[config.mk]
export PLATFORM = sky130hd
export DESIGN_NAME = vsic_input_ctrl
export DESIGN_NICKNAME = d
export VERILOG_FILES = /design/src/hdl/vsic_pkg.sv /design/src/hdl/vsic_input_ctrl.sv /design/src/hdl/vsic_sync_det.sv
export VERILOG_INCLUDE_DIRS = /design/src /design/src/hdl
export SDC_FILE = /design/constraint.sdc
export NUM_CORES = 1
export LEC_CHECK = 0
export ABC_AREA = 1
export BUFFER_PORTS_ARGS = -buffer_cell sky130_fd_sc_hd__buf_2
export CORE_UTILIZATION = 25
export DETAILED_ROUTE_END_ITERATION = 8
export PLACE_DENSITY = 0.42
export SLEW_MARGIN = 15
export SYNTH_ARGS = -nofsm -noshare
export SYNTH_HDL_FRONTEND = slang
export SYNTH_HIERARCHICAL = 1
export SYNTH_SLANG_ARGS = --single-unit
[constraint.sdc]
create_clock -name clk_i -period 3.5 [get_ports clk_i]
set_clock_uncertainty 0.2 [all_clocks]
set_input_delay 0.35 -clock clk_i [delete_from_list [all_inputs] [get_ports clk_i]]
set_output_delay 0.35 -clock clk_i [all_outputs]
set_load 0.01 [all_outputs]
[src/hdl/vsic_defines.svh]
`ifndef VSIC_DEFINES_SVH
`define VSIC_DEFINES_SVH

// Register offsets
`define VSIC_REG_CLKGEN 8'h03
`define VSIC_REG_HSPOL 8'h12
`define VSIC_REG_VSPOL 8'h14
`define VSIC_REG_CLAMPCTL 8'h18
`define VSIC_REG_AUTOCTL 8'h19
`define VSIC_REG_POWER 8'h1e
`define VSIC_REG_SLICER 8'h20
`define VSIC_REG_CLDELAY 8'h21
`define VSIC_REG_CLDUR 8'h22
`define VSIC_REG_INSEL 8'h23
`define VSIC_REG_STATUS 8'h24

// Field positions
`define VSIC_EXTERNAL_PIXEL_CLOCK_IN_BIT 2
`define VSIC_POL_OVR_BIT 5
`define VSIC_POL_VAL_BIT 4
`define VSIC_CLAMP_POL_BIT 7
`define VSIC_COAST_POL_BIT 6
`define VSIC_EXTCLAMP_BIT 4
`define VSIC_AUTO_CLAMP_BIT 0
`define VSIC_AUTO_COAST_BIT 1
`define VSIC_INT_COAST_BIT 2
`define VSIC_PD_POL_BIT 2
`define VSIC_PD_MAN_BIT 3
`define VSIC_PD_SEL_BIT 4
`define VSIC_INSEL_B_BIT 0

// Slicer threshold in millivolts
`define VSIC_SLICE_STEP_MV 8
`define VSIC_SLICE_MIN_MV 8
`define VSIC_SLICE_MAX_MV 256
`define VSIC_SLICE_DEF_MV 128
`define VSIC_SLICE_DEF_CODE ((`VSIC_SLICE_DEF_MV - `VSIC_SLICE_MIN_MV) / `VSIC_SLICE_STEP_MV)

// Reset values
`define VSIC_RST_CLAMPCTL 8'h40
`define VSIC_RST_CLDELAY 8'h08
`define VSIC_RST_CLDUR 8'h14
`define VSIC_RST_ZERO 8'h00

`endif

[src/hdl/vsic_pkg.sv]
package vsic_pkg;

	typedef logic [7:0] vsic_byte_type;

	typedef enum logic [1:0] {
		CL_IDLE,
		CL_DELAY,
		CL_ACTIVE
	} vsic_clamp_state_type;

endpackage

[src/hdl/vsic_input_ctrl.sv]
// Decided for this implementation: the placing of the registers and strobed register access.
`timescale 1ns/1ps
`include "vsic_defines.svh"
// Summary of operation
// [RL1] Hsync polarity auto-detected or manually set
// [RL2] Hsync leading edge to PLL, trailing to clamp
// [RL3] Polarity 0 falling edge, 1 rising edge
// [RL4] Vsync polarity selectable; drives field and coast
// [RL5] Slicer threshold 8-256 mV, default 128 mV
// [RL6] Sliced sync output is noninverting
// [RL7] External clamp only when enable bit set
// [RL8] Otherwise internal clamp: delay then duration
// [RL9] Clamp polarity auto-detected or manually set
// [RL10] Coast freezes PLL synchronisation to hsync
// [RL11] Coast polarity resets to 1, selectable
// [RL12] External pixel clock selected by control bit
// [RL13] Shared pin functions independent of each other
// [RL14] Power-down pin combined with manual control bits
// [RL15] Unused pin: active-high polarity, pin tied low
// [RL16] Source asserts clamp during back porch only
// [RL17] Async inputs synchronised before polarity and edges
module vsic_input_ctrl #(
	parameter int LINE_W = 16,
	parameter int DET_W = 16
) (
	input wire logic clk_i,
	input wire logic sys_rst_i,
	input wire vsic_pkg::vsic_byte_type reg_addr_i,
	input wire vsic_pkg::vsic_byte_type reg_wdata_i,
	input wire logic reg_wr_i,
	input wire logic reg_rd_i,
	output vsic_pkg::vsic_byte_type reg_rdata_o,
	input wire logic horiz_sync_in_a_i,
	input wire logic horiz_sync_in_b_i,
	input wire logic vert_sync_in_a_i,
	input wire logic vert_sync_in_b_i,
	input wire logic green_embedded_sync_in_a_i,
	input wire logic green_embedded_sync_in_b_i,
	input wire logic clamp_pin_i,
	input wire logic external_pixel_clock_in_i,
	input wire logic sleep_control_pin_i,
	output logic pll_ref_edge_o,
	output logic pll_coast_o,
	output logic ext_clk_sel_o,
	output logic clamp_o,
	output logic sliced_sync_output_o,
	output logic [4:0] slicer_code_o,
	output logic vsync_active_o,
	output logic field_odd_o,
	output logic power_down_o
);
	import vsic_pkg::*;

	localparam int IDX_HS = 0;
	localparam int IDX_VS = 1;
	localparam int IDX_SOG = 2;
	localparam int IDX_CLP = 3;
	localparam int IDX_CST = 4;
	localparam int IDX_PD = 5;
	localparam int NPIN = 6;
	localparam int NCHB = 3;
	localparam int NDET = NPIN + NCHB;

	typedef struct packed {
		vsic_byte_type reg_clk;
		vsic_byte_type reg_hs;
		vsic_byte_type reg_vs;
		vsic_byte_type reg_clctl;
		vsic_byte_type reg_auto;
		vsic_byte_type reg_pwr;
		vsic_byte_type reg_slice;
		vsic_byte_type reg_cldly;
		vsic_byte_type reg_cldur;
		vsic_byte_type reg_insel;
		vsic_byte_type rdata;
		vsic_clamp_state_type cl_state;
		logic [7:0] cl_cnt;
		logic [LINE_W-1:0] line_cnt;
		logic [LINE_W-1:0] line_len;
		logic field_odd;
		logic pll_ref;
		logic coast;
		logic extsel;
		logic clamp;
		logic sliced;
		logic vsact;
		logic pd;
	} vsic_top_state_type;

	vsic_top_state_type st;
	vsic_top_state_type next_st;

	logic [NDET-1:0] pin_mux;
	logic [NDET-1:0] man_en;
	logic [NDET-1:0] man_pol;
	logic [NDET-1:0] lvl_raw, act_raw, lead_raw, trail_raw, det_raw;
	logic chb;
	logic [NPIN-1:0] lvl;
	logic [NPIN-1:0] act;
	logic [NPIN-1:0] lead;
	logic [NPIN-1:0] trail;
	logic [NPIN-1:0] det;

	function automatic vsic_byte_type reg_read(input vsic_byte_type addr,
		input vsic_top_state_type s, input logic [NPIN-1:0] d);
		case (addr)
			`VSIC_REG_CLKGEN: reg_read = s.reg_clk;
			`VSIC_REG_HSPOL: reg_read = s.reg_hs;
			`VSIC_REG_VSPOL: reg_read = s.reg_vs;
			`VSIC_REG_CLAMPCTL: reg_read = s.reg_clctl;
			`VSIC_REG_AUTOCTL: reg_read = s.reg_auto;
			`VSIC_REG_POWER: reg_read = s.reg_pwr;
			`VSIC_REG_SLICER: reg_read = s.reg_slice;
			`VSIC_REG_CLDELAY: reg_read = s.reg_cldly;
			`VSIC_REG_CLDUR: reg_read = s.reg_cldur;
			`VSIC_REG_INSEL: reg_read = s.reg_insel;
			`VSIC_REG_STATUS: reg_read = {s.pd, s.field_odd, s.coast, s.clamp,
				d[IDX_CST], d[IDX_CLP], d[IDX_VS], d[IDX_HS]};
			default: reg_read = 8'h00;
		endcase
	endfunction

	// Pins synchronised first, channel picked after
	always_comb begin
		pin_mux[IDX_HS] = horiz_sync_in_a_i;
		pin_mux[IDX_VS] = vert_sync_in_a_i;
		pin_mux[IDX_SOG] = green_embedded_sync_in_a_i;
		pin_mux[NPIN + IDX_HS] = horiz_sync_in_b_i;
		pin_mux[NPIN + IDX_VS] = vert_sync_in_b_i;
		pin_mux[NPIN + IDX_SOG] = green_embedded_sync_in_b_i;
		pin_mux[IDX_CLP] = clamp_pin_i;
		pin_mux[IDX_CST] = external_pixel_clock_in_i; // RL13
		pin_mux[IDX_PD] = sleep_control_pin_i;
		man_en[IDX_HS] = st.reg_hs[`VSIC_POL_OVR_BIT]; // RL1
		man_pol[IDX_HS] = st.reg_hs[`VSIC_POL_VAL_BIT]; // RL3
		man_en[IDX_VS] = st.reg_vs[`VSIC_POL_OVR_BIT]; // RL4
		man_pol[IDX_VS] = st.reg_vs[`VSIC_POL_VAL_BIT];
		man_en[IDX_SOG] = 1'b1; // RL6
		man_pol[IDX_SOG] = 1'b1;
		man_en[IDX_CLP] = ~st.reg_auto[`VSIC_AUTO_CLAMP_BIT]; // RL9
		man_pol[IDX_CLP] = st.reg_clctl[`VSIC_CLAMP_POL_BIT];
		man_en[IDX_CST] = ~st.reg_auto[`VSIC_AUTO_COAST_BIT]; // RL11
		man_pol[IDX_CST] = st.reg_clctl[`VSIC_COAST_POL_BIT];
		man_en[IDX_PD] = 1'b1;
		man_pol[IDX_PD] = st.reg_pwr[`VSIC_PD_POL_BIT];
		man_en[NDET-1:NPIN] = man_en[NCHB-1:0];
		man_pol[NDET-1:NPIN] = man_pol[NCHB-1:0];
	end

	generate
		for (genvar g = 0; g < NDET; g++) begin : g_pin
			vsic_sync_det #(
				.CNT_W(DET_W)
			) u_det (
				.clk_i(clk_i),
				.sys_rst_i(sys_rst_i),
				.pin_i(pin_mux[g]),
				.man_en_i(man_en[g]),
				.man_pol_i(man_pol[g]),
				.lvl_o(lvl_raw[g]),
				.act_o(act_raw[g]),
				.lead_o(lead_raw[g]),
				.trail_o(trail_raw[g]),
				.det_pol_o(det_raw[g])
			);
		end
	endgenerate

	// Channel b detectors take the low three slots
	function automatic logic [NPIN-1:0] chan_pick(input logic [NDET-1:0] r, input logic b);
		chan_pick = b ? {r[NPIN-1:NCHB], r[NDET-1:NPIN]} : r[NPIN-1:0];
	endfunction
	assign chb = st.reg_insel[`VSIC_INSEL_B_BIT];
	assign lvl = chan_pick(lvl_raw, chb);
	assign act = chan_pick(act_raw, chb);
	assign lead = chan_pick(lead_raw, chb);
	assign trail = chan_pick(trail_raw, chb);
	assign det = chan_pick(det_raw, chb);

	always_comb begin
		next_st = st;
		// Register writes
		if (reg_wr_i) begin
			case (reg_addr_i)
				`VSIC_REG_CLKGEN: next_st.reg_clk = reg_wdata_i;
				`VSIC_REG_HSPOL: next_st.reg_hs = reg_wdata_i;
				`VSIC_REG_VSPOL: next_st.reg_vs = reg_wdata_i;
				`VSIC_REG_CLAMPCTL: next_st.reg_clctl = reg_wdata_i;
				`VSIC_REG_AUTOCTL: next_st.reg_auto = reg_wdata_i;
				`VSIC_REG_POWER: next_st.reg_pwr = reg_wdata_i;
				`VSIC_REG_SLICER: next_st.reg_slice = {3'h0, reg_wdata_i[4:0]}; // RL5
				`VSIC_REG_CLDELAY: next_st.reg_cldly = reg_wdata_i;
				`VSIC_REG_CLDUR: next_st.reg_cldur = reg_wdata_i;
				`VSIC_REG_INSEL: next_st.reg_insel = reg_wdata_i;
				default: next_st.reg_clk = st.reg_clk;
			endcase
		end
		next_st.rdata = reg_rd_i ? reg_read(reg_addr_i, st, det) : 8'h00;

		// Internal clamp timer, restarted by every trailing edge
		case (st.cl_state)
			CL_IDLE: begin
				next_st.cl_cnt = st.cl_cnt;
			end
			CL_DELAY: begin
				if (st.cl_cnt == 8'h00) begin
					next_st.cl_state = CL_ACTIVE;
					next_st.cl_cnt = st.reg_cldur;
				end else begin
					next_st.cl_cnt = st.cl_cnt - 8'h01;
				end
			end
			CL_ACTIVE: begin
				if (st.cl_cnt == 8'h00) begin
					next_st.cl_state = CL_IDLE;
				end else begin
					next_st.cl_cnt = st.cl_cnt - 8'h01;
				end
			end
			default: begin
				next_st.cl_state = CL_IDLE;
			end
		endcase
		if (trail[IDX_HS]) begin // RL2
			next_st.cl_state = CL_DELAY; // RL8
			next_st.cl_cnt = st.reg_cldly;
		end

		// Line length and field detection
		if (lead[IDX_HS]) begin
			next_st.line_len = st.line_cnt;
			next_st.line_cnt = '0;
		end else if (!(&st.line_cnt)) begin
			next_st.line_cnt = st.line_cnt + 1'b1;
		end
		if (lead[IDX_VS]) begin // RL4
			next_st.field_odd = st.line_cnt >= (st.line_len >> 1);
		end

		// Outputs follow the updated registers
		next_st.coast = act[IDX_CST] | (next_st.reg_auto[`VSIC_INT_COAST_BIT] & act[IDX_VS]); // RL4
		next_st.pll_ref = lead[IDX_HS] & ~next_st.coast; // RL10
		next_st.extsel = next_st.reg_clk[`VSIC_EXTERNAL_PIXEL_CLOCK_IN_BIT]; // RL12
		next_st.clamp = next_st.reg_clctl[`VSIC_EXTCLAMP_BIT] ? act[IDX_CLP] // RL7
			: (next_st.cl_state == CL_ACTIVE); // RL8
		next_st.sliced = lvl[IDX_SOG]; // RL6
		next_st.vsact = act[IDX_VS];
		next_st.pd = next_st.reg_pwr[`VSIC_PD_SEL_BIT] // RL14
			& (next_st.reg_pwr[`VSIC_PD_MAN_BIT] | act[IDX_PD]);

		if (sys_rst_i) begin
			next_st = '0;
			next_st.cl_state = CL_IDLE;
			next_st.reg_clctl = `VSIC_RST_CLAMPCTL; // RL11
			next_st.reg_slice = 8'(`VSIC_SLICE_DEF_CODE); // RL5
			next_st.reg_cldly = `VSIC_RST_CLDELAY;
			next_st.reg_cldur = `VSIC_RST_CLDUR;
		end
	end

	always_ff @(posedge clk_i) begin
		st <= next_st;
	end

	assign reg_rdata_o = st.rdata;
	assign pll_ref_edge_o = st.pll_ref;
	assign pll_coast_o = st.coast;
	assign ext_clk_sel_o = st.extsel;
	assign clamp_o = st.clamp;
	assign sliced_sync_output_o = st.sliced;
	assign slicer_code_o = st.reg_slice[4:0];
	assign vsync_active_o = st.vsact;
	assign field_odd_o = st.field_odd;
	assign power_down_o = st.pd;

	property p_hs_manual_pol;
		@(posedge clk_i) disable iff (sys_rst_i)
		(st.reg_hs[`VSIC_POL_OVR_BIT] && lead[IDX_HS])
			|-> lvl[IDX_HS] == st.reg_hs[`VSIC_POL_VAL_BIT]
			&& lvl[IDX_HS] != (chb ? $past(lvl_raw[NPIN + IDX_HS]) : $past(lvl_raw[IDX_HS]));
	endproperty
	a_hs_manual_pol: assert property (p_hs_manual_pol) else $error("hsync edge sense wrong"); // RL3

	property p_pll_ref_lead;
		@(posedge clk_i) disable iff (sys_rst_i)
		pll_ref_edge_o |-> $past(lead[IDX_HS]) && !pll_coast_o;
	endproperty
	a_pll_ref_lead: assert property (p_pll_ref_lead) else $error("pll reference not leading edge"); // RL2

	property p_coast_blocks_ref;
		@(posedge clk_i) disable iff (sys_rst_i)
		(lead[IDX_HS] && act[IDX_CST]) |=> !pll_ref_edge_o && pll_coast_o;
	endproperty
	a_coast_blocks_ref: assert property (p_coast_blocks_ref) else $error("pll synced while coasting"); // RL10

	property p_vs_manual_pol;
		@(posedge clk_i) disable iff (sys_rst_i)
		(st.reg_vs[`VSIC_POL_OVR_BIT] && lead[IDX_VS]) |-> lvl[IDX_VS] == st.reg_vs[`VSIC_POL_VAL_BIT];
	endproperty
	a_vs_manual_pol: assert property (p_vs_manual_pol) else $error("vsync edge sense wrong"); // RL4

	property p_reset_values;
		@(posedge clk_i) disable iff (sys_rst_i)
		$fell(sys_rst_i) |-> !st.reg_clctl[`VSIC_EXTCLAMP_BIT] && st.reg_clctl[`VSIC_COAST_POL_BIT]
			&& slicer_code_o == 5'h0f;
	endproperty
	a_reset_values: assert property (p_reset_values) else $error("control reset value wrong"); // RL11

	property p_ext_clamp_follow;
		@(posedge clk_i) disable iff (sys_rst_i)
		(st.reg_clctl[`VSIC_EXTCLAMP_BIT] && !reg_wr_i) |=> clamp_o == $past(act[IDX_CLP]);
	endproperty
	a_ext_clamp_follow: assert property (p_ext_clamp_follow) else $error("clamp pin not followed"); // RL7

	property p_int_clamp_delay;
		@(posedge clk_i) disable iff (sys_rst_i)
		(trail[IDX_HS] && !st.reg_clctl[`VSIC_EXTCLAMP_BIT] && !reg_wr_i) |=> !clamp_o;
	endproperty
	a_int_clamp_delay: assert property (p_int_clamp_delay) else $error("clamp not delayed"); // RL8

	property p_external_pixel_clock_in_sel;
		@(posedge clk_i) disable iff (sys_rst_i)
		(reg_wr_i && reg_addr_i == `VSIC_REG_CLKGEN) |=> ext_clk_sel_o == $past(reg_wdata_i[2]);
	endproperty
	a_external_pixel_clock_in_sel: assert property (p_external_pixel_clock_in_sel) else $error("external clock select wrong"); // RL12

	property p_sliced_follow;
		@(posedge clk_i) disable iff (sys_rst_i)
		!$past(sys_rst_i) |-> sliced_sync_output_o == $past(lvl[IDX_SOG]);
	endproperty
	a_sliced_follow: assert property (p_sliced_follow) else $error("sliced sync inverted"); // RL6

	property p_manual_pd;
		@(posedge clk_i) disable iff (sys_rst_i)
		(st.reg_pwr[`VSIC_PD_SEL_BIT] && st.reg_pwr[`VSIC_PD_MAN_BIT] && !reg_wr_i) |=> power_down_o;
	endproperty
	a_manual_pd: assert property (p_manual_pd) else $error("manual power-down ignored"); // RL14

endmodule

[src/hdl/vsic_sync_det.sv]
`timescale 1ns/1ps

module vsic_sync_det #(
	parameter int CNT_W = 16
) (
	input wire logic clk_i,
	input wire logic sys_rst_i,
	input wire logic pin_i,
	input wire logic man_en_i,
	input wire logic man_pol_i,
	output logic lvl_o,
	output logic act_o,
	output logic lead_o,
	output logic trail_o,
	output logic det_pol_o
);
	import vsic_pkg::*;

	typedef struct packed {
		logic s1;
		logic s2;
		logic s3;
		logic [CNT_W-1:0] cnt;
		logic [CNT_W-1:0] hi_len;
		logic det_pol;
	} vsic_det_state_type;

	vsic_det_state_type st;
	vsic_det_state_type next_st;
	logic rise;
	logic fall;
	logic pol;

	always_comb begin
		rise = st.s2 & ~st.s3;
		fall = ~st.s2 & st.s3;
		pol = man_en_i ? man_pol_i : st.det_pol;
		next_st = st;
		// Two-stage synchroniser, third stage only for edges
		next_st.s1 = pin_i; // RL17
		next_st.s2 = st.s1;
		next_st.s3 = st.s2;
		if (rise || fall) begin
			next_st.cnt = '0;
		end else if (!(&st.cnt)) begin
			next_st.cnt = st.cnt + 1'b1;
		end
		if (fall) begin
			next_st.hi_len = st.cnt;
		end
		// Shorter phase is the sync pulse
		if (rise) begin
			next_st.det_pol = st.hi_len < st.cnt;
		end
		if (sys_rst_i) begin
			next_st = '0;
		end
	end

	always_ff @(posedge clk_i) begin
		st <= next_st;
	end

	assign lvl_o = st.s2;
	assign act_o = pol ? st.s2 : ~st.s2;
	assign lead_o = pol ? rise : fall;
	assign trail_o = pol ? fall : rise;
	assign det_pol_o = st.det_pol;

	property p_edge_after_sync;
		@(posedge clk_i) disable iff (sys_rst_i)
		(lead_o || trail_o) |-> (st.s3 == $past(st.s2)) && (st.s3 != st.s2);
	endproperty
	a_edge_after_sync: assert property (p_edge_after_sync) else $error("edge not from synced level"); // RL17

endmodule

==> metrics.txt <==
DRC Markers=0; fmax=425 MHz; Clock Tree Buf Depth=3; 1st-iter DRT viols=945; switching part of the total=0.250; Ys Warns=6; Power Density=469 nW/µm²; CTS tree=built; worst reg-to-reg path cell count=6; syn avg cell area=7.51 µm²; WL final=54,600 µm; slowest cell delay on critical path=480 ps; Slew headroom=0.300; Overflow after GRT=0; Core Area=80,400 µm²; worst setup path category=register to register; Post-Layout Cell Count=3,854; Die Span X=287 µm; max_cap viols=0; WHS=27.8 ps; initial antenna violation count=1; WP data required=3770 ps; synthesized cell area=20,300 µm²; gpl congestion=0.789; worst hold start=sys_rst_i; status=finished clean; CP cell instances=mux2_2 -> a21oi_1 -> nand2_1 -> nand2_2 -> nand2_1 -> o22ai_1; Crit. End Element=register; P_int=8.24 mW; WHS Path Cells=2; worst vdd ir=0.000371 V; largest net degree at the start of global routing=37; Num CTS Buffers=49; most frequent cell on the critical path=nand2_1; PortBufs=49; final slew viol count=0; Crit-path slowest cell=nand2_1; worst-margin pin slew=1050 ps; DP Area=21,500 µm²; vias in the first global route=16,700; pre-CTS WS=1060 ps; final instance area=23,500 µm²; Hold Crit Class=input port to register; htree depth=2; Post-DRT Antenna Nets=0; FF-to-FF Start=man_en[0]$_SDFFE_PP0P_; DR WL/cell=14.2 µm; dpl hpwl=40,100 µm; Initial Util=0.252; Fin. Hold Viols=0; die area=82,300 µm²; Reg power frac=0.421; Top delay family on crit path=simple AND/OR/NAND/NOR gates; worst setup margin=1140 ps; sw power=2.75 mW; All-Layer GR Usage=0.132; nets=2,926; area delta synth->final=15.6%; clock power share=0.499; Critical Path AT=2630 ps; share of layout cells above drive strength 1=0.118; Die Ht=287 µm; setup TNS=0 ps; Clock Sink Count=389; RSZ-0062 raised after global routing=no; first-pass GRT wire length=88,500 µm; clock root cell=clkbuf_16; first-pass detailed-route iteration total=5; total vias in the final route=17,400; Final period util=0.673; Mapped Cells=2,702; Clk Latency, worst-skew pair=600 ps; placed cells=3,744; CP Launch Point=man_en[0]$_SDFFE_PP0P_; Crit. path cell count=6; WP buf/inv=0; Worst-path clk slew=60 ps; Comb pwr share=0.080; fill cell count=8,718; final setup violation count=0; Rows=104; final worst path period need=2360 ps; IO Pins=50; startpoint types=register; ANT cells=0; vias per inst=4.53; crit path max fanout=14; Syn Nets=2,874; leakage=10.1 nW
-- worst paths after layout --
kind / slack, ps / end
worst min register to register: 190 / g_pin[2].u_det/lvl_o$_SDFF_PP0_
worst max-delay path: 1140 / st[12]$_SDFFE_PP0P_
worst min-delay path: 30 / st[100]$_SDFF_PP0_
worst max register to register: 1140 / st[12]$_SDFFE_PP0P_
-- through the flow --
step | utilization | power [mW]
floorplan | - | 5.32
global placement | 0.267 | 5.58
detailed placement | 0.267 | 5.59
CTS | 0.292 | 11.2
global route | 0.292 | 11.5
finish | 0.292 | 11.0
-- worst register-to-register path: cells and delay by family, from the launching register on --
kind | cells | cell delay, ps
AOI/OAI and AO/OA | 2 | 560
DFF | 1 | 380
and+or+nand+nor | 3 | 720
muxes | 1 | 380
-- per-layer routing --
layer,share of wire,up-vias,global-route usage,wire length [µm]
li1,-,9028,-,-
met1,0.49,8100,0.180,26900
met2,0.45,241,0.216,24700
met3,0.035,72,0.0195,1900
met4,0.019,0,0.0320,1050
met5,0,-,0,0
-- state kept, by name, summed over array words and instances (netlist names), 2 cells and up --
| register | count |
|---|---|
| man_en | 2 |
| g_pin.u_det/lvl_o | 9 |
| man_pol | 5 |
| g_pin.u_det/det_pol_o | 7 |
| reg_rdata_o | 8 |
| g_pin.u_det/st | 240 |
| st | 105 |
| slicer_code_o | 5 |
-- layout make-up --
| class | count | area [µm²] | share of cell area |
|---|---|---|---|
| Tap cell | 1060 | 1330 | 0.0566 |
| Multi-Input combinational cell | 1822 | 10500 | 0.448 |
| Timing Repair Buffer | 79 | 520 | 0.0222 |
| Sequential cell | 389 | 7790 | 0.332 |
| Clock buffer | 69 | 1450 | 0.0619 |
| Inverter | 413 | 1550 | 0.0663 |
| Clock inverter | 22 | 314 | 0.0134 |
-- what timing repair did --
| action | CTS | global route |
|---|---|---|
| resized for setup | 0 | 0 |
| hold endpoints to repair | 52 | 0 |
| hold buffers | 19 | 0 |
| setup buffers | 0 | 0 |
-- power groups by stage --
stage	combinational (mW)	sequential, mW	clock (mW)
after floorplan	0.625	4.69	0
after global placement	0.858	4.72	0
after detailed placement	0.870	4.73	0
after CTS	0.891	4.63	5.67
after global routing	1.02	4.64	5.85
final	0.879	4.63	5.49
-- placed cells by master (no fill, tap or decap), types with 12 or more instances in the layout --
master,instances
nor3_4,14
clkinv_2,14
nand2_1,457
nand2_2,34
buf_2,48
clkbuf_16,50
nor3_1,33
nor2_4,15
inv_1,380
ha_1,143
dlygate4sd3_1,19
nor2_1,162
nand3_1,172
inv_2,31
a21oi_1,283
o21ai_1,57
o22ai_1,12
dfxtp_1,389
xor2_1,38
nand4_1,26
o21ai_0,211
buf_4,12
a31oi_1,32
nand3_2,30
clkbuf_8,13
Power figures use the tool's default switching activity.
